<file path="src/hw/rio_alloc_pkg.sv">
// Package: constants, field layouts and carriers of the remote I/O image allocator
package rio_alloc_pkg;
  // ==========================================================
  // Image and parameter area placement
  localparam logic [15:0] IMG_BASE_WORD = 16'h07D0;
  localparam logic [15:0] IMG_UNIT_STRIDE = 16'h000A;
  localparam logic [15:0] PARAM_BASE_WORD = 16'h4E20;
  localparam logic [15:0] PARAM_UNIT_STRIDE = 16'h0064;
  localparam logic [15:0] PARAM_WORDS = 16'h0064;
  localparam logic [4:0] NARROW_OUT_WORDS = 5'h04;
  localparam logic [4:0] NARROW_STAT_WORDS = 5'h02;
  localparam logic [4:0] WIDE_OUT_WORDS = 5'h08;
  localparam logic [4:0] WIDE_STAT_WORDS = 5'h04;
  localparam logic [4:0] NARROW_LAST_NODE = 5'h07;
  localparam logic [4:0] WIDE_LAST_NODE = 5'h0F;
  // ==========================================================
  // APB byte addresses and control fields
  localparam logic [11:0] ADDR_CTRL = 12'h000;
  localparam logic [11:0] ADDR_IMG_FIRST = 12'h004;
  localparam logic [11:0] ADDR_PARAM_FIRST = 12'h008;
  localparam logic [11:0] ADDR_LAST_ALLOC = 12'h00C;
  localparam logic [11:0] ADDR_IMAGE = 12'h040;
  localparam logic [11:0] ADDR_IMAGE_END = 12'h090;
  localparam int CTRL_UNIT_LSB = 0;
  localparam int CTRL_UNIT_W = 7;
  localparam int CTRL_WIDE_BIT = 8;
  localparam int CTRL_RESTART_BIT = 31;
  localparam logic [6:0] UNIT_RESET = 7'h00;
  localparam logic WIDE_RESET = 1'b0;
  // ==========================================================
  // Bit masks inside one image word
  localparam logic [15:0] MASK_NIB_EVEN = 16'h000F;
  localparam logic [15:0] MASK_NIB_ODD = 16'h0F00;
  localparam logic [15:0] MASK_BYTE_EVEN = 16'h00FF;
  localparam logic [15:0] MASK_BYTE_ODD = 16'hFF00;
  localparam logic [15:0] MASK_WORD = 16'hFFFF;
  // ==========================================================
  // Carriers
  typedef enum logic [2:0] {
    KIND_P4 = 3'h0, KIND_P8 = 3'h1, KIND_P16 = 3'h2, KIND_P32 = 3'h3,
    KIND_A16 = 3'h4, KIND_A32 = 3'h5, KIND_A48 = 3'h6, KIND_A64 = 3'h7
  } kind_t;
  typedef enum logic [1:0] {
    DIR_OUT = 2'h0, DIR_IN = 2'h1, DIR_MIXED = 2'h2
  } dir_t;
  typedef struct packed {
    logic valid;
    dir_t dir;
    kind_t kind;
    logic [3:0] node;
  } join_req_t;
  typedef struct packed {
    logic valid;
    logic is_out;
    logic [3:0] node;
    logic error;
  } leave_req_t;
  typedef struct packed {
    logic ack;
    logic accepted;
    logic [15:0] word;
    logic [15:0] mask;
    logic [2:0] words;
  } alloc_t;
  typedef struct packed {
    logic valid;
    logic [2:0] idx;
    logic [15:0] data;
  } img_wr_t;
  typedef struct packed {
    logic psel;
    logic penable;
    logic pwrite;
    logic [11:0] paddr;
    logic [31:0] pwdata;
  } apb_req_t;
  typedef struct packed {
    logic pready;
    logic [31:0] prdata;
    logic pslverr;
  } apb_rsp_t;
endpackage

</file>
<file path="src/hw/remote_io_image_allocator.sv">
// Remote I/O image allocator: maps slaves to image words, keeps node flags
//
// Register access over APB and the placing of the registers were decided locally.
`timescale 1ns/100ps
module remote_io_image_allocator (
  // Clock and reset
  input wire logic pclk,
  input wire logic presetn,
  // APB register port
  input wire rio_alloc_pkg::apb_req_t apb_req,
  output rio_alloc_pkg::apb_rsp_t apb_rsp,
  // Slave join requests and allocation answers
  input wire rio_alloc_pkg::join_req_t join_req,
  output rio_alloc_pkg::alloc_t alloc,
  // Slave withdrawals
  input wire rio_alloc_pkg::leave_req_t leave_req,
  // Input image writes from the link side
  input wire rio_alloc_pkg::img_wr_t in_wr,
  // Output image read port for the link side
  input wire logic [2:0] out_rd_idx,
  output logic [15:0] out_rd_data,
  // Indicator
  output logic link_active_indicator
);
  import rio_alloc_pkg::*;

  typedef struct packed {
    logic wide;
    logic [6:0] unit;
    logic [15:0] act_out;
    logic [15:0] act_in;
    logic [15:0] err_out;
    logic [15:0] err_in;
    logic [7:0][15:0] out_img;
    logic [7:0][15:0] in_img;
    alloc_t alloc;
    logic [4:0] alloc_end;
    logic [15:0] out_rd;
    logic [31:0] prdata;
    logic pslverr;
    logic any_join;
  } state_t;

  state_t state_reg;
  state_t state_next;

  // ==========================================================
  // Derived placement
  logic [15:0] img_first;
  logic [15:0] param_first;
  logic [4:0] out_words;
  logic [4:0] stat_words;
  logic [4:0] last_node;
  logic [15:0] stat_word [4];

  assign img_first = 16'(IMG_BASE_WORD
                     + IMG_UNIT_STRIDE * {9'h000, state_reg.unit});
  assign param_first = 16'(PARAM_BASE_WORD
                       + PARAM_UNIT_STRIDE * {9'h000, state_reg.unit});
  assign out_words = state_reg.wide ? WIDE_OUT_WORDS
                                    : NARROW_OUT_WORDS;
  assign stat_words = state_reg.wide ? WIDE_STAT_WORDS
                                     : NARROW_STAT_WORDS;
  assign last_node = state_reg.wide ? WIDE_LAST_NODE
                                    : NARROW_LAST_NODE;

  // Status words follow the input words
  always_comb begin
    if (state_reg.wide) begin
      stat_word[0] = state_reg.act_out;
      stat_word[1] = state_reg.act_in;
      stat_word[2] = state_reg.err_out;
      stat_word[3] = state_reg.err_in;
    end else begin
      stat_word[0] = {state_reg.err_out[7:0], state_reg.act_out[7:0]};
      stat_word[1] = {state_reg.err_in[7:0], state_reg.act_in[7:0]};
      stat_word[2] = 16'h0000;
      stat_word[3] = 16'h0000;
    end
  end

  // ==========================================================
  // Allocation of one join request
  logic [3:0] node_cnt;
  logic [4:0] start_node;
  logic [4:0] end_node;
  logic fits;
  logic [15:0] first_mask;
  logic [4:0] rel_word;

  always_comb begin
    unique case (join_req.kind)
      KIND_P4, KIND_P8: node_cnt = 4'h1;
      KIND_P16, KIND_A16: node_cnt = 4'h2;
      KIND_P32, KIND_A32: node_cnt = 4'h4;
      KIND_A48: node_cnt = 4'h6;
      KIND_A64: node_cnt = 4'h8;
    endcase
    // Multi-node slaves start on the even node of the pair
    if (node_cnt == 4'h1) begin
      start_node = {1'b0, join_req.node};
    end else begin
      start_node = {1'b0, join_req.node[3:1], 1'b0};
    end
    end_node = 5'(start_node + {1'b0, node_cnt} - 5'h01);
    fits = (end_node <= last_node);
    unique case (join_req.kind)
      KIND_P4: first_mask = join_req.node[0] ? MASK_NIB_ODD
                                             : MASK_NIB_EVEN;
      KIND_P8: first_mask = join_req.node[0] ? MASK_BYTE_ODD
                                             : MASK_BYTE_EVEN;
      default: first_mask = MASK_WORD;
    endcase
    // Inputs sit after the output words; mixed reports the output word
    rel_word = {1'b0, start_node[4:1]};
    if (join_req.dir == DIR_IN) begin
      rel_word = 5'(rel_word + out_words);
    end
  end

  // ==========================================================
  // APB decode, reads sampled in the setup phase, writes taken in the access phase
  logic apb_setup;
  logic apb_wr;
  logic [4:0] img_rel;
  logic img_hit;
  logic [31:0] rd_data;
  logic rd_err;

  assign apb_setup = apb_req.psel && !apb_req.penable;
  assign apb_wr = apb_req.psel && apb_req.penable && apb_req.pwrite;
  assign img_rel = 5'((apb_req.paddr - ADDR_IMAGE) >> 2);
  assign img_hit = (apb_req.paddr >= ADDR_IMAGE)
                   && (apb_req.paddr < ADDR_IMAGE_END)
                   && (apb_req.paddr[1:0] == 2'h0);

  always_comb begin
    rd_data = 32'h0000_0000;
    rd_err = 1'b0;
    if (img_hit && img_rel < out_words) begin
      rd_data = {16'h0000, state_reg.out_img[img_rel[2:0]]};
    end else if (img_hit && img_rel < 5'(out_words << 1)) begin
      rd_data = {16'h0000, state_reg.in_img[3'(img_rel - out_words)]};
    end else if (img_hit
                 && img_rel < 5'((out_words << 1) + stat_words)) begin
      rd_data = {16'h0000,
                 stat_word[2'(img_rel - 5'(out_words << 1))]};
    end else if (apb_req.paddr == ADDR_CTRL) begin
      rd_data[CTRL_UNIT_LSB +: CTRL_UNIT_W] = state_reg.unit;
      rd_data[CTRL_WIDE_BIT] = state_reg.wide;
    end else if (apb_req.paddr == ADDR_IMG_FIRST) begin
      rd_data = {16'h0000, img_first};
    end else if (apb_req.paddr == ADDR_PARAM_FIRST) begin
      rd_data = {PARAM_WORDS, param_first};
    end else if (apb_req.paddr == ADDR_LAST_ALLOC) begin
      rd_data = {state_reg.alloc.accepted, state_reg.alloc.words,
                 12'h000, state_reg.alloc.mask};
    end else begin
      rd_err = 1'b1;
    end
  end

  // ==========================================================
  // Next state
  logic restart;
  assign restart = apb_wr && (apb_req.paddr == ADDR_CTRL)
                   && apb_req.pwdata[CTRL_RESTART_BIT];

  always_comb begin
    state_next = state_reg;
    state_next.alloc.ack = 1'b0;
    state_next.out_rd = state_reg.out_img[out_rd_idx];
    if (apb_setup) begin
      state_next.prdata = rd_data;
      state_next.pslverr = rd_err;
    end
    if (apb_wr && apb_req.paddr == ADDR_CTRL) begin
      state_next.unit = apb_req.pwdata[CTRL_UNIT_LSB +: CTRL_UNIT_W];
      state_next.wide = apb_req.pwdata[CTRL_WIDE_BIT];
    end
    if (apb_wr && img_hit && img_rel < out_words) begin
      state_next.out_img[img_rel[2:0]] = apb_req.pwdata[15:0];
    end
    if (in_wr.valid && {2'b00, in_wr.idx} < out_words) begin
      state_next.in_img[in_wr.idx] = in_wr.data;
    end
    // Restart first, so a same-cycle join or error still lands
    if (restart) begin
      state_next.act_out = 16'h0000;
      state_next.act_in = 16'h0000;
      state_next.err_out = 16'h0000;
      state_next.err_in = 16'h0000;
      state_next.any_join = 1'b0;
    end
    if (join_req.valid) begin
      state_next.alloc.ack = 1'b1;
      state_next.alloc.accepted = fits;
      state_next.alloc.word = 16'(img_first + {11'h000, rel_word});
      state_next.alloc.mask = first_mask;
      state_next.alloc.words = 3'((node_cnt + 4'h1) >> 1);
      state_next.alloc_end = end_node;
      if (fits) begin
        state_next.any_join = 1'b1;
        // Flags of both directions are indexed by the requested node, not the start node
        if (join_req.dir != DIR_IN) begin
          state_next.act_out[join_req.node] = 1'b1;
          state_next.err_out[join_req.node] = 1'b0;
        end
        if (join_req.dir != DIR_OUT) begin
          state_next.act_in[join_req.node] = 1'b1;
          state_next.err_in[join_req.node] = 1'b0;
        end
      end
    end
    // Withdrawal last, so an error report outranks a same-cycle join
    if (leave_req.valid && leave_req.is_out) begin
      state_next.err_out[leave_req.node] = leave_req.error;
    end
    if (leave_req.valid && !leave_req.is_out) begin
      state_next.err_in[leave_req.node] = leave_req.error;
    end
  end

  always_ff @(posedge pclk or negedge presetn) begin
    if (!presetn) begin
      state_reg <= '0;
      state_reg.unit <= UNIT_RESET;
      state_reg.wide <= WIDE_RESET;
    end else begin
      state_reg <= state_next;
    end
  end

  // ==========================================================
  // Outputs
  assign apb_rsp.pready = 1'b1;
  assign apb_rsp.prdata = state_reg.prdata;
  assign apb_rsp.pslverr = state_reg.pslverr;
  assign alloc = state_reg.alloc;
  assign out_rd_data = state_reg.out_rd;
  // A refused slave never joins, so it cannot light the indicator
  assign link_active_indicator = state_reg.any_join;
endmodule

</file>
<file path="config.mk">
export PLATFORM = sky130hd
export DESIGN_NAME = remote_io_image_allocator
export DESIGN_NICKNAME = d
export VERILOG_FILES = /design/src/hw/rio_alloc_pkg.sv /design/src/hw/remote_io_image_allocator.sv
export SDC_FILE = /design/constraint.sdc
export NUM_CORES = 1
export LEC_CHECK = 0
export BUFFER_PORTS_ARGS = -buffer_cell sky130_fd_sc_hd__buf_4
export CAP_MARGIN = 40
export CORE_MARGIN = 2
export CORE_UTILIZATION = 54
export DETAILED_ROUTE_END_ITERATION = 8
export PLACE_DENSITY = 0.78
export SETUP_SLACK_MARGIN = 0.1
export SYNTH_ARGS = -nofsm -noshare
export SYNTH_HDL_FRONTEND = slang
export SYNTH_SLANG_ARGS = --single-unit
</file>
<file path="constraint.sdc">
create_clock -name pclk -period 4.7 [get_ports pclk]
set_input_delay 0.94 -clock pclk [delete_from_list [all_inputs] [get_ports pclk]]
set_output_delay 0.94 -clock pclk [all_outputs]
set_load 0.1 [all_outputs]
</file>
==> impl_metrics.env, run 1 <==
export IMPL_final_slew_violations=0
export IMPL_max_capacitance_violation_count=0
export IMPL_relSlewSlack_pct=32.1
export IMPL_netlist_cell_type_count=80
export IMPL_yosys_area_share_xor_xnor_pct=1.01
export IMPL_timing_reg2reg_setup_slack_ps=420
export IMPL_synth_ff_type="dfrtp_1"
export IMPL_critical_path_max_fanout=7
export IMPL_drive_above_1_share_pct=37.2
export IMPL_synthesis_area_um2=21500
export IMPL_clock_tree_buffer_depth=3
export IMPL_drt_iter0_drc=1219
export IMPL_total_power_per_unit_cell_area_nw_per_um2=351
export IMPL_firstDrtPassIters=5
export IMPL_synth_warning_count=0
export IMPL_chipHeight_um=204
export IMPL_wl_met3_um=4030
export IMPL_synth_compound_area_share_pct=8.34
export IMPL_largest_reg_flops=328
export IMPL_cts_htree_levels=2
export IMPL_finalSetupTns_ps=0
export IMPL_power_leakage_nw=11.5
export IMPL_final_period_utilization_pct=91.2
export IMPL_post_cts_resized=0
export IMPL_postCtsSetupRepairBufs=0
export IMPL_grt_setup_unrepaired="no"
export IMPL_synthSimpleGateAreaFrac_pct=7.33
export IMPL_data_arrival_time_of_the_critical_path_ps=4720
export IMPL_critPathRequiredTime_ps=5140
export IMPL_grt_pass1_vias=15100
export IMPL_clock_root_buffer="clkbuf_16"
export IMPL_timing_final_crit_period_ps=4280
export IMPL_core_area_um2=39500
export IMPL_track_usage_pct=26.9
export IMPL_synth_ff_latch_count=389
export IMPL_clkSlewWorstSetupHoldPaths_ps=60
export IMPL_detail_route_wirelength_um=54300
export IMPL_synth_mux_area_share_pct=28.3
export IMPL_wire_per_inst_um=23.2
export IMPL_critical_path_class="flop to flop"
export IMPL_layoutNonFillerInstCount=2336
export IMPL_grt_max_degree=132
export IMPL_place_congestion=0.890
export IMPL_yosysSeqAreaShare_pct=45.3
export IMPL_fin_skew_ps=31.6
export IMPL_viasPerCell=6.25
export IMPL_synth_edff_count=0
export IMPL_dp_hpwl_um=36200
export IMPL_wl_met1_um=22100
export IMPL_clk_latency_ps=580
export IMPL_cts_made_buffers=42
export IMPL_top_level_ports=177
export IMPL_start_util_pct=54.4
export IMPL_cts_hold_buf=0
export IMPL_hold_worst_slack_ps=471
export IMPL_die_wd_um=204
export IMPL_port_buffer_count=148
export IMPL_synthesized_area_fraction_occupied_by_adder_cells_pct=4.01
export IMPL_fp_dieArea_um2=41400
export IMPL_route_vias_total=14600
export IMPL_share_of_yosys_cell_area_claimed_by_the_top_area_cell_type_pct=45.3
export IMPL_synth_cells=1717
export IMPL_worstHoldStart="state_reg[398]"
export IMPL_global_route_wire_length_before_repair_um=86000
export IMPL_drcViolationCount=0
export IMPL_finalNetCount=1929
export IMPL_min_delay_path_class="flop to flop"
export IMPL_report_final_hold_viol_count=0
export IMPL_status="finished, final reports clean"
export IMPL_met2RoutedLength_um=26100
export IMPL_total_power_mw=8.42
export IMPL_crit_reg2reg_capture="apb_rsp[15]"
export IMPL_critical_path_startpoint_type="flop"
export IMPL_yosys_area_top_type="dfrtp_1"
export IMPL_depth_of_the_worst_register_to_register_path=11
export IMPL_timing_hold_worst_path_depth=1
export IMPL_top_layer="met5"
export IMPL_place_worst_setup_slack_ps=433
export IMPL_fin_ws_ps=415
export IMPL_endpoint_kind="flop"
export IMPL_number_of_antenna_violations_at_the_first_check_in_global_routing=5
export IMPL_cts_tree="yes"
export IMPL_tightest_slew_ps=1020
export IMPL_clock_sink_count=389
export IMPL_number_of_nets_with_antenna_violations_after_routing=0
export IMPL_post_synth_cell_area_avg_um2=12.5
export IMPL_dominant_combinational_cell_family_by_area_after_synthesis="multiplexers"
export IMPL_area_growth_syn_to_layout_pct=11.5
export IMPL_synth_area_top_cells="dfrtp_1 (45%), mux2_2 (15%), mux4_2 (11%)"
export IMPL_fmax_mhz=233
export IMPL_post_synth_top_count_cell="dfrtp_1"
export IMPL_row_count=73
export IMPL_globalRoute_totalOverflow=0
export IMPL_timing_hold_worst_endpoint="state_reg[398]"
export IMPL_crit_reg2reg_launch="state_reg[414]"
export IMPL_async_flop_share_pct=100
export IMPL_vdd_ir_drop_worst_v=0.000327
export IMPL_setup_viol=0
export IMPL_dp_cells=2255
export IMPL_yosys_top_cells_count="dfrtp_1 (389), mux2_2 (280), mux4_2 (105)"
final cells by class:
class / count / area [µm²]
antenna: 3 / 7.51
clock buffer: 67 / 1290
clock inverter: 11 / 106
fill: 2957 / 15600
inverter: 35 / 131
multi-input combinational: 1125 / 10600
sequential: 389 / 9730
tap: 525 / 657
timing repair buffer: 181 / 1430
per-layer routing:
| metal | global-route usage [%] | vias up |
|---|---|---|
| met3 | 5.64 | 132 |
| met1 | 36.2 | 7475 |
| li1 | - | 6386 |
| met2 | 43.5 | 610 |
| met4 | 9.72 | 4 |
| met5 | 0 | - |
stage by stage:
stage / util (%) / cell area [µm²]
2_1_floorplan: - / 21500
3_3_place_gp: 57.0 / 22600
3_5_place_dp: 57.1 / 22600
4_1_cts: 60.6 / 24000
5_1_grt: 60.6 / 24000
6_report: 60.6 / 24000
placed cells by master (no fill, tap or decap), types with 42 or more instances in the layout:
master     instances
dfrtp_1          389
nor2_1            77
o21ai_0           68
mux4_2           105
clkbuf_16         42
buf_4            174
ha_1              61
mux2_2           280
nand2_1          100
nand3_1           53
a21oi_1           43
a21o_1            44
cells by family (layout without fill, tap and decap cells):
kind of cell	count (synthesis)	count (layout)
buffers and inverters	214	294
multiplexers	437	437
AND/OR/NAND/NOR	319	319
XOR/XNOR	23	23
AO/OA/AOI/OAI	267	267
flip-flops	389	389
adder cells (fa/ha/maj)	66	66
other	2	16
how the worst max path moves through the flow:
stage / start / endpoint / slack, ps
final: state_reg[414] / apb_rsp[15] / 420
after global routing: state_reg[413] / apb_rsp[15] / 290
after CTS: state_reg[414] / apb_rsp[15] / 510
after detailed placement: join_req[4] / state_reg[358] / 430
after global placement: join_req[4] / state_reg[363] / 550
after floorplan: join_req[4] / state_reg[360] / 790
worst max-delay path, cell delays in order (launching register included):
cell and delay [ps]:
dfrtp_1 490, ha_1 320, ha_1 310, fa_1 460
ha_1 360, nor2b_1 170, o21a_1 210, o21a_1 240
o311ai_0 670, o21ai_0 310, o31ai_1 450, o211ai_1 150
power by group:
part	switching (mW)	total, mW	internal [mW]
Combinational	0.750	1.26	0.507
Clock	1.37	3.32	1.95
Sequential	0.182	3.85	3.66
(Power assumes the default switching activity.)
==> inputs of run 2 (changes only) <==
Settings changed: CORE_ASPECT_RATIO set to 1.2, SETUP_SLACK_MARGIN 0.1 to 0.05.
==> run 2 against run 1 <==
  * Clock skew down 14 ps
  * Global-route usage decreased by 0.81 points
  * Largest cell class unchanged
  * Largest power group unchanged
  * Clock-buffer cell count down 14
  * Highest routed layer unchanged
  * First-iteration DRC count is 11% higher
  * Critical path depth unchanged
  * Sequential cell count is the same
==> impl_metrics.env, run 2 (synthesis gave the netlist of run 1 again) <==
export IMPL_path_common_cell="ha_1"
export IMPL_clockPowerShare_pct=37.9
export IMPL_timing_final_crit_period_ps=4130
export IMPL_cp_cell_sequence="ha_1 > ha_1 > fa_1 > ha_1 > nor2b_1 > o21a_1 > o21a_1 > o311ai_0 > o21ai_0 > o31ai_1 > o211ai_1"
export IMPL_area_growth_syn_to_layout_pct=11.2
export IMPL_number_of_antenna_violations_at_the_first_check_in_global_routing=3
export IMPL_die_wd_um=186
export IMPL_finalSetupTns_ps=0
export IMPL_dp_hpwl_um=36000
export IMPL_fin_skew_ps=17.7
export IMPL_largest_reg_flops=328
export IMPL_power_leakage_nw=11.4
export IMPL_cts_hold_buf=0
export IMPL_clkSlewWorstSetupHoldPaths_ps=60
export IMPL_critical_path_class="flop to flop"
export IMPL_globalRoute_totalOverflow=0
export IMPL_top_level_ports=177
export IMPL_clock_sink_count=389
export IMPL_data_arrival_time_of_the_critical_path_ps=4530
export IMPL_row_count=80
export IMPL_timing_reg2reg_setup_slack_ps=570
export IMPL_chipHeight_um=223
export IMPL_port_buffer_count=148
export IMPL_placement_cell_area_um2=22600
export IMPL_wire_per_inst_um=22.8
export IMPL_drcViolationCount=0
export IMPL_cts_htree_levels=2
export IMPL_finalNetCount=1922
export IMPL_cp_slowest_cell="o311ai_0"
export IMPL_route_vias_total=14500
export IMPL_timing_critical_path_max_delay_family="compound AO/OA/AOI/OAI gates"
export IMPL_min_delay_path_class="flop to flop"
export IMPL_timing_hold_worst_endpoint="state_reg[395]"
export IMPL_report_final_hold_viol_count=0
export IMPL_n_fill_cell=3002
export IMPL_cts_tree="yes"
export IMPL_track_usage_pct=26.1
export IMPL_crit_reg2reg_capture="apb_rsp[15]"
export IMPL_setup_viol=0
export IMPL_net_switching_mw=2.24
export IMPL_final_period_utilization_pct=87.9
export IMPL_critical_path_max_fanout=7
export IMPL_core_area_um2=39500
export IMPL_endpoint_kind="flop"
export IMPL_vdd_ir_drop_worst_v=0.000244
export IMPL_worst_path_stages=11
export IMPL_seq_power_share_pct=46.9
export IMPL_cts_made_buffers=39
export IMPL_max_capacitance_violation_count=0
export IMPL_power_share_switching_pct=27.4
export IMPL_worstHoldStart="state_reg[395]"
export IMPL_total_power_per_unit_cell_area_nw_per_um2=342
export IMPL_grt_pass1_vias=14700
export IMPL_tightest_slew_ps=971
export IMPL_crit_reg2reg_launch="state_reg[414]"
export IMPL_number_of_nets_with_antenna_violations_after_routing=0
export IMPL_relSlewSlack_pct=34.8
export IMPL_commonest_non_fill_non_tap_cell_in_the_layout="dfrtp_1"
export IMPL_grt_max_degree=117
export IMPL_power_report_internal_total_mw=5.95
export IMPL_final_cell_mix="dfrtp_1 (389), mux2_2 (280), buf_4 (166)"
export IMPL_viasPerCell=6.22
export IMPL_detail_route_wirelength_um=53200
export IMPL_firstDrtPassIters=6
export IMPL_place_congestion=0.877
export IMPL_clock_root_buffer="clkbuf_16"
export IMPL_post_route_cell_area_um2=23900
export IMPL_depth_of_the_worst_register_to_register_path=11
export IMPL_drive_above_1_share_pct=37.0
export IMPL_grt_setup_unrepaired="no"
export IMPL_final_slew_violations=0
export IMPL_clock_tree_buffer_depth=3
export IMPL_fmax_mhz=242
export IMPL_start_util_pct=54.4
export IMPL_fp_dieArea_um2=41400
export IMPL_clk_latency_ps=550
export IMPL_post_route_util_pct=60.5
export IMPL_cp_slowest_stage_delay_ps=610
export IMPL_power_share_combinational_pct=15.2
export IMPL_timing_hold_worst_path_depth=1
export IMPL_critical_path_buf_inv_count=0
export IMPL_drt_iter0_drc=1350
export IMPL_postCtsSetupRepairBufs=0
export IMPL_critPathRequiredTime_ps=5100
export IMPL_post_cts_resized=0
export IMPL_critical_path_startpoint_type="flop"
export IMPL_status="finished, final reports clean"
export IMPL_global_route_wire_length_before_repair_um=83300
[run 2: per-stage QoR]
stage	std cells	power (mW)	setup WS (ps)	hold WS [ps]
4_1_cts	2329	8.23	594	475
5_1_grt	2329	8.48	327	487
3_5_place_dp	2259	5.13	314	461
3_3_place_gp	2254	5.07	419	455
6_report	2330	8.19	571	471
2_1_floorplan	1728	4.76	792	442
[run 2: area by class of cell]
class	count	area [µm²]	share of cell area [%]
diodes	1	2.50	0.0105
clock buffers	53	1110	4.63
clock inverters	17	166	0.696
inverters	35	131	0.549
multi-input cells	1125	10600	44.5
flip-flops and latches	389	9730	40.7
well taps	533	667	2.79
repair buffers	177	1470	6.13
[run 2: how the worst max path moves through the flow]
stage / slack (ps) / from / to
floorplan: 790 / join_req[4] / state_reg[360]
global placement: 420 / join_req[4] / state_reg[375]
detailed placement: 310 / join_req[4] / state_reg[373]
CTS: 590 / state_reg[414] / apb_rsp[15]
global route: 330 / state_reg[414] / apb_rsp[15]
finish: 570 / state_reg[414] / apb_rsp[15]
[run 2: routing by layer]
layer  vias up  part of all wire (%)  track usage [%]
li1       6361                     -                -
met1      7485                    40             34.8
met2       539                    51             43.5
met3       101                   6.9             4.62
met4         4                   3.0             8.36
met5         -                 0.030                0
[run 2: power groups by stage]
stage	registers [mW]	clock network, mW	logic, mW
floorplan	3.83	0	0.925
global placement	3.87	0	1.20
detailed placement	3.90	0	1.24
CTS	3.84	3.14	1.24
global route	3.87	3.28	1.33
finish	3.84	3.11	1.24
==> inputs of run 3 (changes only) <==
Settings changed: CORE_UTILIZATION 54 to 50, PLACE_DENSITY 0.78 to 0.74.
Clock period 4.7 ns to 4.3 ns, I/O delays scaled along.
==> run 3 against run 2 <==
  * Via count down 0.16%
  * Sequential power up 9.4%
  * Utilization down 4.0 points
  * Register-to-register slack worse by 120 ps
==> impl_metrics.env, run 3 (synthesis gave the netlist of run 1 again) <==
export IMPL_final_cell_mix="dfrtp_1 (389), mux2_2 (280), buf_4 (173)"
export IMPL_postCtsSetupRepairBufs=0
export IMPL_clockPowerShare_pct=38.8
export IMPL_cts_made_buffers=40
export IMPL_number_of_antenna_violations_at_the_first_check_in_global_routing=4
export IMPL_chipHeight_um=231
export IMPL_tightest_slew_ps=990
export IMPL_cts_htree_levels=2
export IMPL_timing_critical_path_max_delay_family="compound AO/OA/AOI/OAI gates"
export IMPL_clock_tree_buffer_depth=3
export IMPL_critical_path_buf_inv_count=0
export IMPL_route_vias_total=14500
export IMPL_cts_tree="yes"
export IMPL_drt_iter0_drc=1169
export IMPL_status="finished, final reports clean"
export IMPL_fp_dieArea_um2=44700
export IMPL_grt_setup_unrepaired="no"
export IMPL_drive_above_1_share_pct=37.2
export IMPL_power_share_switching_pct=27.3
export IMPL_row_count=83
export IMPL_power_share_combinational_pct=15.0
export IMPL_area_growth_syn_to_layout_pct=11.9
export IMPL_layoutNonFillerInstCount=2358
export IMPL_critPathRequiredTime_ps=4710
export IMPL_clock_sink_count=389
export IMPL_clk_latency_ps=570
export IMPL_global_route_wire_length_before_repair_um=86100
export IMPL_number_of_nets_with_antenna_violations_after_routing=0
export IMPL_cp_cell_sequence="ha_1 > ha_1 > fa_1 > xnor2_1 > nand2_1 > and3_1 > o311ai_0 > o31ai_1 > a221oi_1 > o21ai_0"
export IMPL_die_wd_um=193
export IMPL_port_buffer_count=148
export IMPL_endpoint_kind="flop"
export IMPL_core_area_um2=42600
export IMPL_critical_path_class="flop to flop"
export IMPL_path_common_cell="ha_1"
export IMPL_clkSlewWorstSetupHoldPaths_ps=60
export IMPL_cp_slowest_cell="a221oi_1"
export IMPL_viasPerCell=6.14
export IMPL_fmax_mhz=260
export IMPL_setup_viol=0
export IMPL_drcViolationCount=0
export IMPL_net_switching_mw=2.48
export IMPL_firstDrtPassIters=7
export IMPL_start_util_pct=50.5
export IMPL_detail_route_wirelength_um=54300
export IMPL_fin_skew_ps=25.0
export IMPL_power_leakage_nw=11.5
export IMPL_crit_reg2reg_launch="state_reg[413]"
export IMPL_vdd_ir_drop_worst_v=0.000277
export IMPL_wire_per_inst_um=23.0
export IMPL_cp_slowest_stage_delay_ps=640
export IMPL_top_level_ports=177
export IMPL_crit_reg2reg_capture="apb_rsp[8]"
export IMPL_place_congestion=0.913
export IMPL_power_report_internal_total_mw=6.60
export IMPL_largest_reg_flops=328
export IMPL_min_delay_path_class="input pin to async pin"
export IMPL_critical_path_startpoint_type="flop"
export IMPL_timing_reg2reg_setup_slack_ps=450
export IMPL_cts_hold_buf=0
export IMPL_report_final_hold_viol_count=0
export IMPL_worst_path_stages=10
export IMPL_relSlewSlack_pct=33.5
export IMPL_track_usage_pct=24.4
export IMPL_depth_of_the_worst_register_to_register_path=10
export IMPL_data_arrival_time_of_the_critical_path_ps=4260
export IMPL_commonest_non_fill_non_tap_cell_in_the_layout="dfrtp_1"
export IMPL_startpoint="state_reg[413]"
export IMPL_final_slew_violations=0
export IMPL_globalRoute_totalOverflow=0
export IMPL_timing_final_crit_period_ps=3850
export IMPL_grt_pass1_vias=15200
export IMPL_dp_hpwl_um=36500
export IMPL_clock_root_buffer="clkbuf_16"
export IMPL_finalNetCount=1930
export IMPL_final_period_utilization_pct=89.5
export IMPL_max_capacitance_violation_count=0
export IMPL_seq_power_share_pct=46.2
export IMPL_grt_max_degree=129
export IMPL_finalSetupTns_ps=0
export IMPL_dp_cells=2285
export IMPL_post_cts_resized=0
export IMPL_critical_path_max_fanout=9
export IMPL_critPathCapture="apb_rsp[8]"
export IMPL_total_power_per_unit_cell_area_nw_per_um2=378
run 3: worst min path at each step:
stage,endpoint,slack [ps],depth (start not counted)
2_1_floorplan,state_reg[398],440,1
5_1_grt,state_reg[197],210,1
3_3_place_gp,state_reg[398],450,1
3_5_place_dp,state_reg[398],460,1
6_report,state_reg[197],200,1
4_1_cts,state_reg[197],190,1
run 3: power by group through the flow:
| stage | Combinational (mW) | Sequential [mW] | Clock [mW] |
|---|---|---|---|
| after CTS | 1.36 | 4.19 | 3.59 |
| after global routing | 1.46 | 4.23 | 3.74 |
| final | 1.36 | 4.20 | 3.53 |
| after global placement | 1.31 | 4.23 | 0 |
| after floorplan | 1.01 | 4.19 | 0 |
| after detailed placement | 1.36 | 4.26 | 0 |
run 3: per-layer routing:
layer	GRT usage (%)	share of wire [%]	up-vias
met5	0	0.070	-
met1	31.7	40	7474
met2	41.4	50	506
li1	-	-	6362
met3	4.29	6.2	119
met4	8.90	3.4	6
run 3: stage by stage:
step           hold slack, ps  setup slack (ps)  area [µm²]  utilization (%)  total power [mW]
4_1_cts                   191               424       24100             56.5              9.15
3_5_place_dp              458              47.5       22700             53.4              5.62
2_1_floorplan             442               472       21500                -              5.20
6_report                  200               451       24100             56.5              9.09
5_1_grt                   209               177       24100             56.5              9.43
3_3_place_gp              453               179       22600             53.1              5.55
run 3: final cells by class:
class | instances | area (µm²)
Antenna cell | 1 | 2.50
Clock buffer | 58 | 1180
Clock inverter | 14 | 160
Fill cell | 3404 | 18500
Inverter | 35 | 131
Multi-Input combinational cell | 1125 | 10600
Sequential cell | 389 | 9730
Tap cell | 552 | 691
Timing Repair Buffer | 184 | 1520
run 3: worst reg2reg max path: stages, from the launching register on:
cell and delay (ps):
dfrtp_1 620, ha_1 330, ha_1 250, fa_1 460, xnor2_1 310, nand2_1 150, and3_1 220, o311ai_0 380
o31ai_1 180, a221oi_1 640, o21ai_0 160
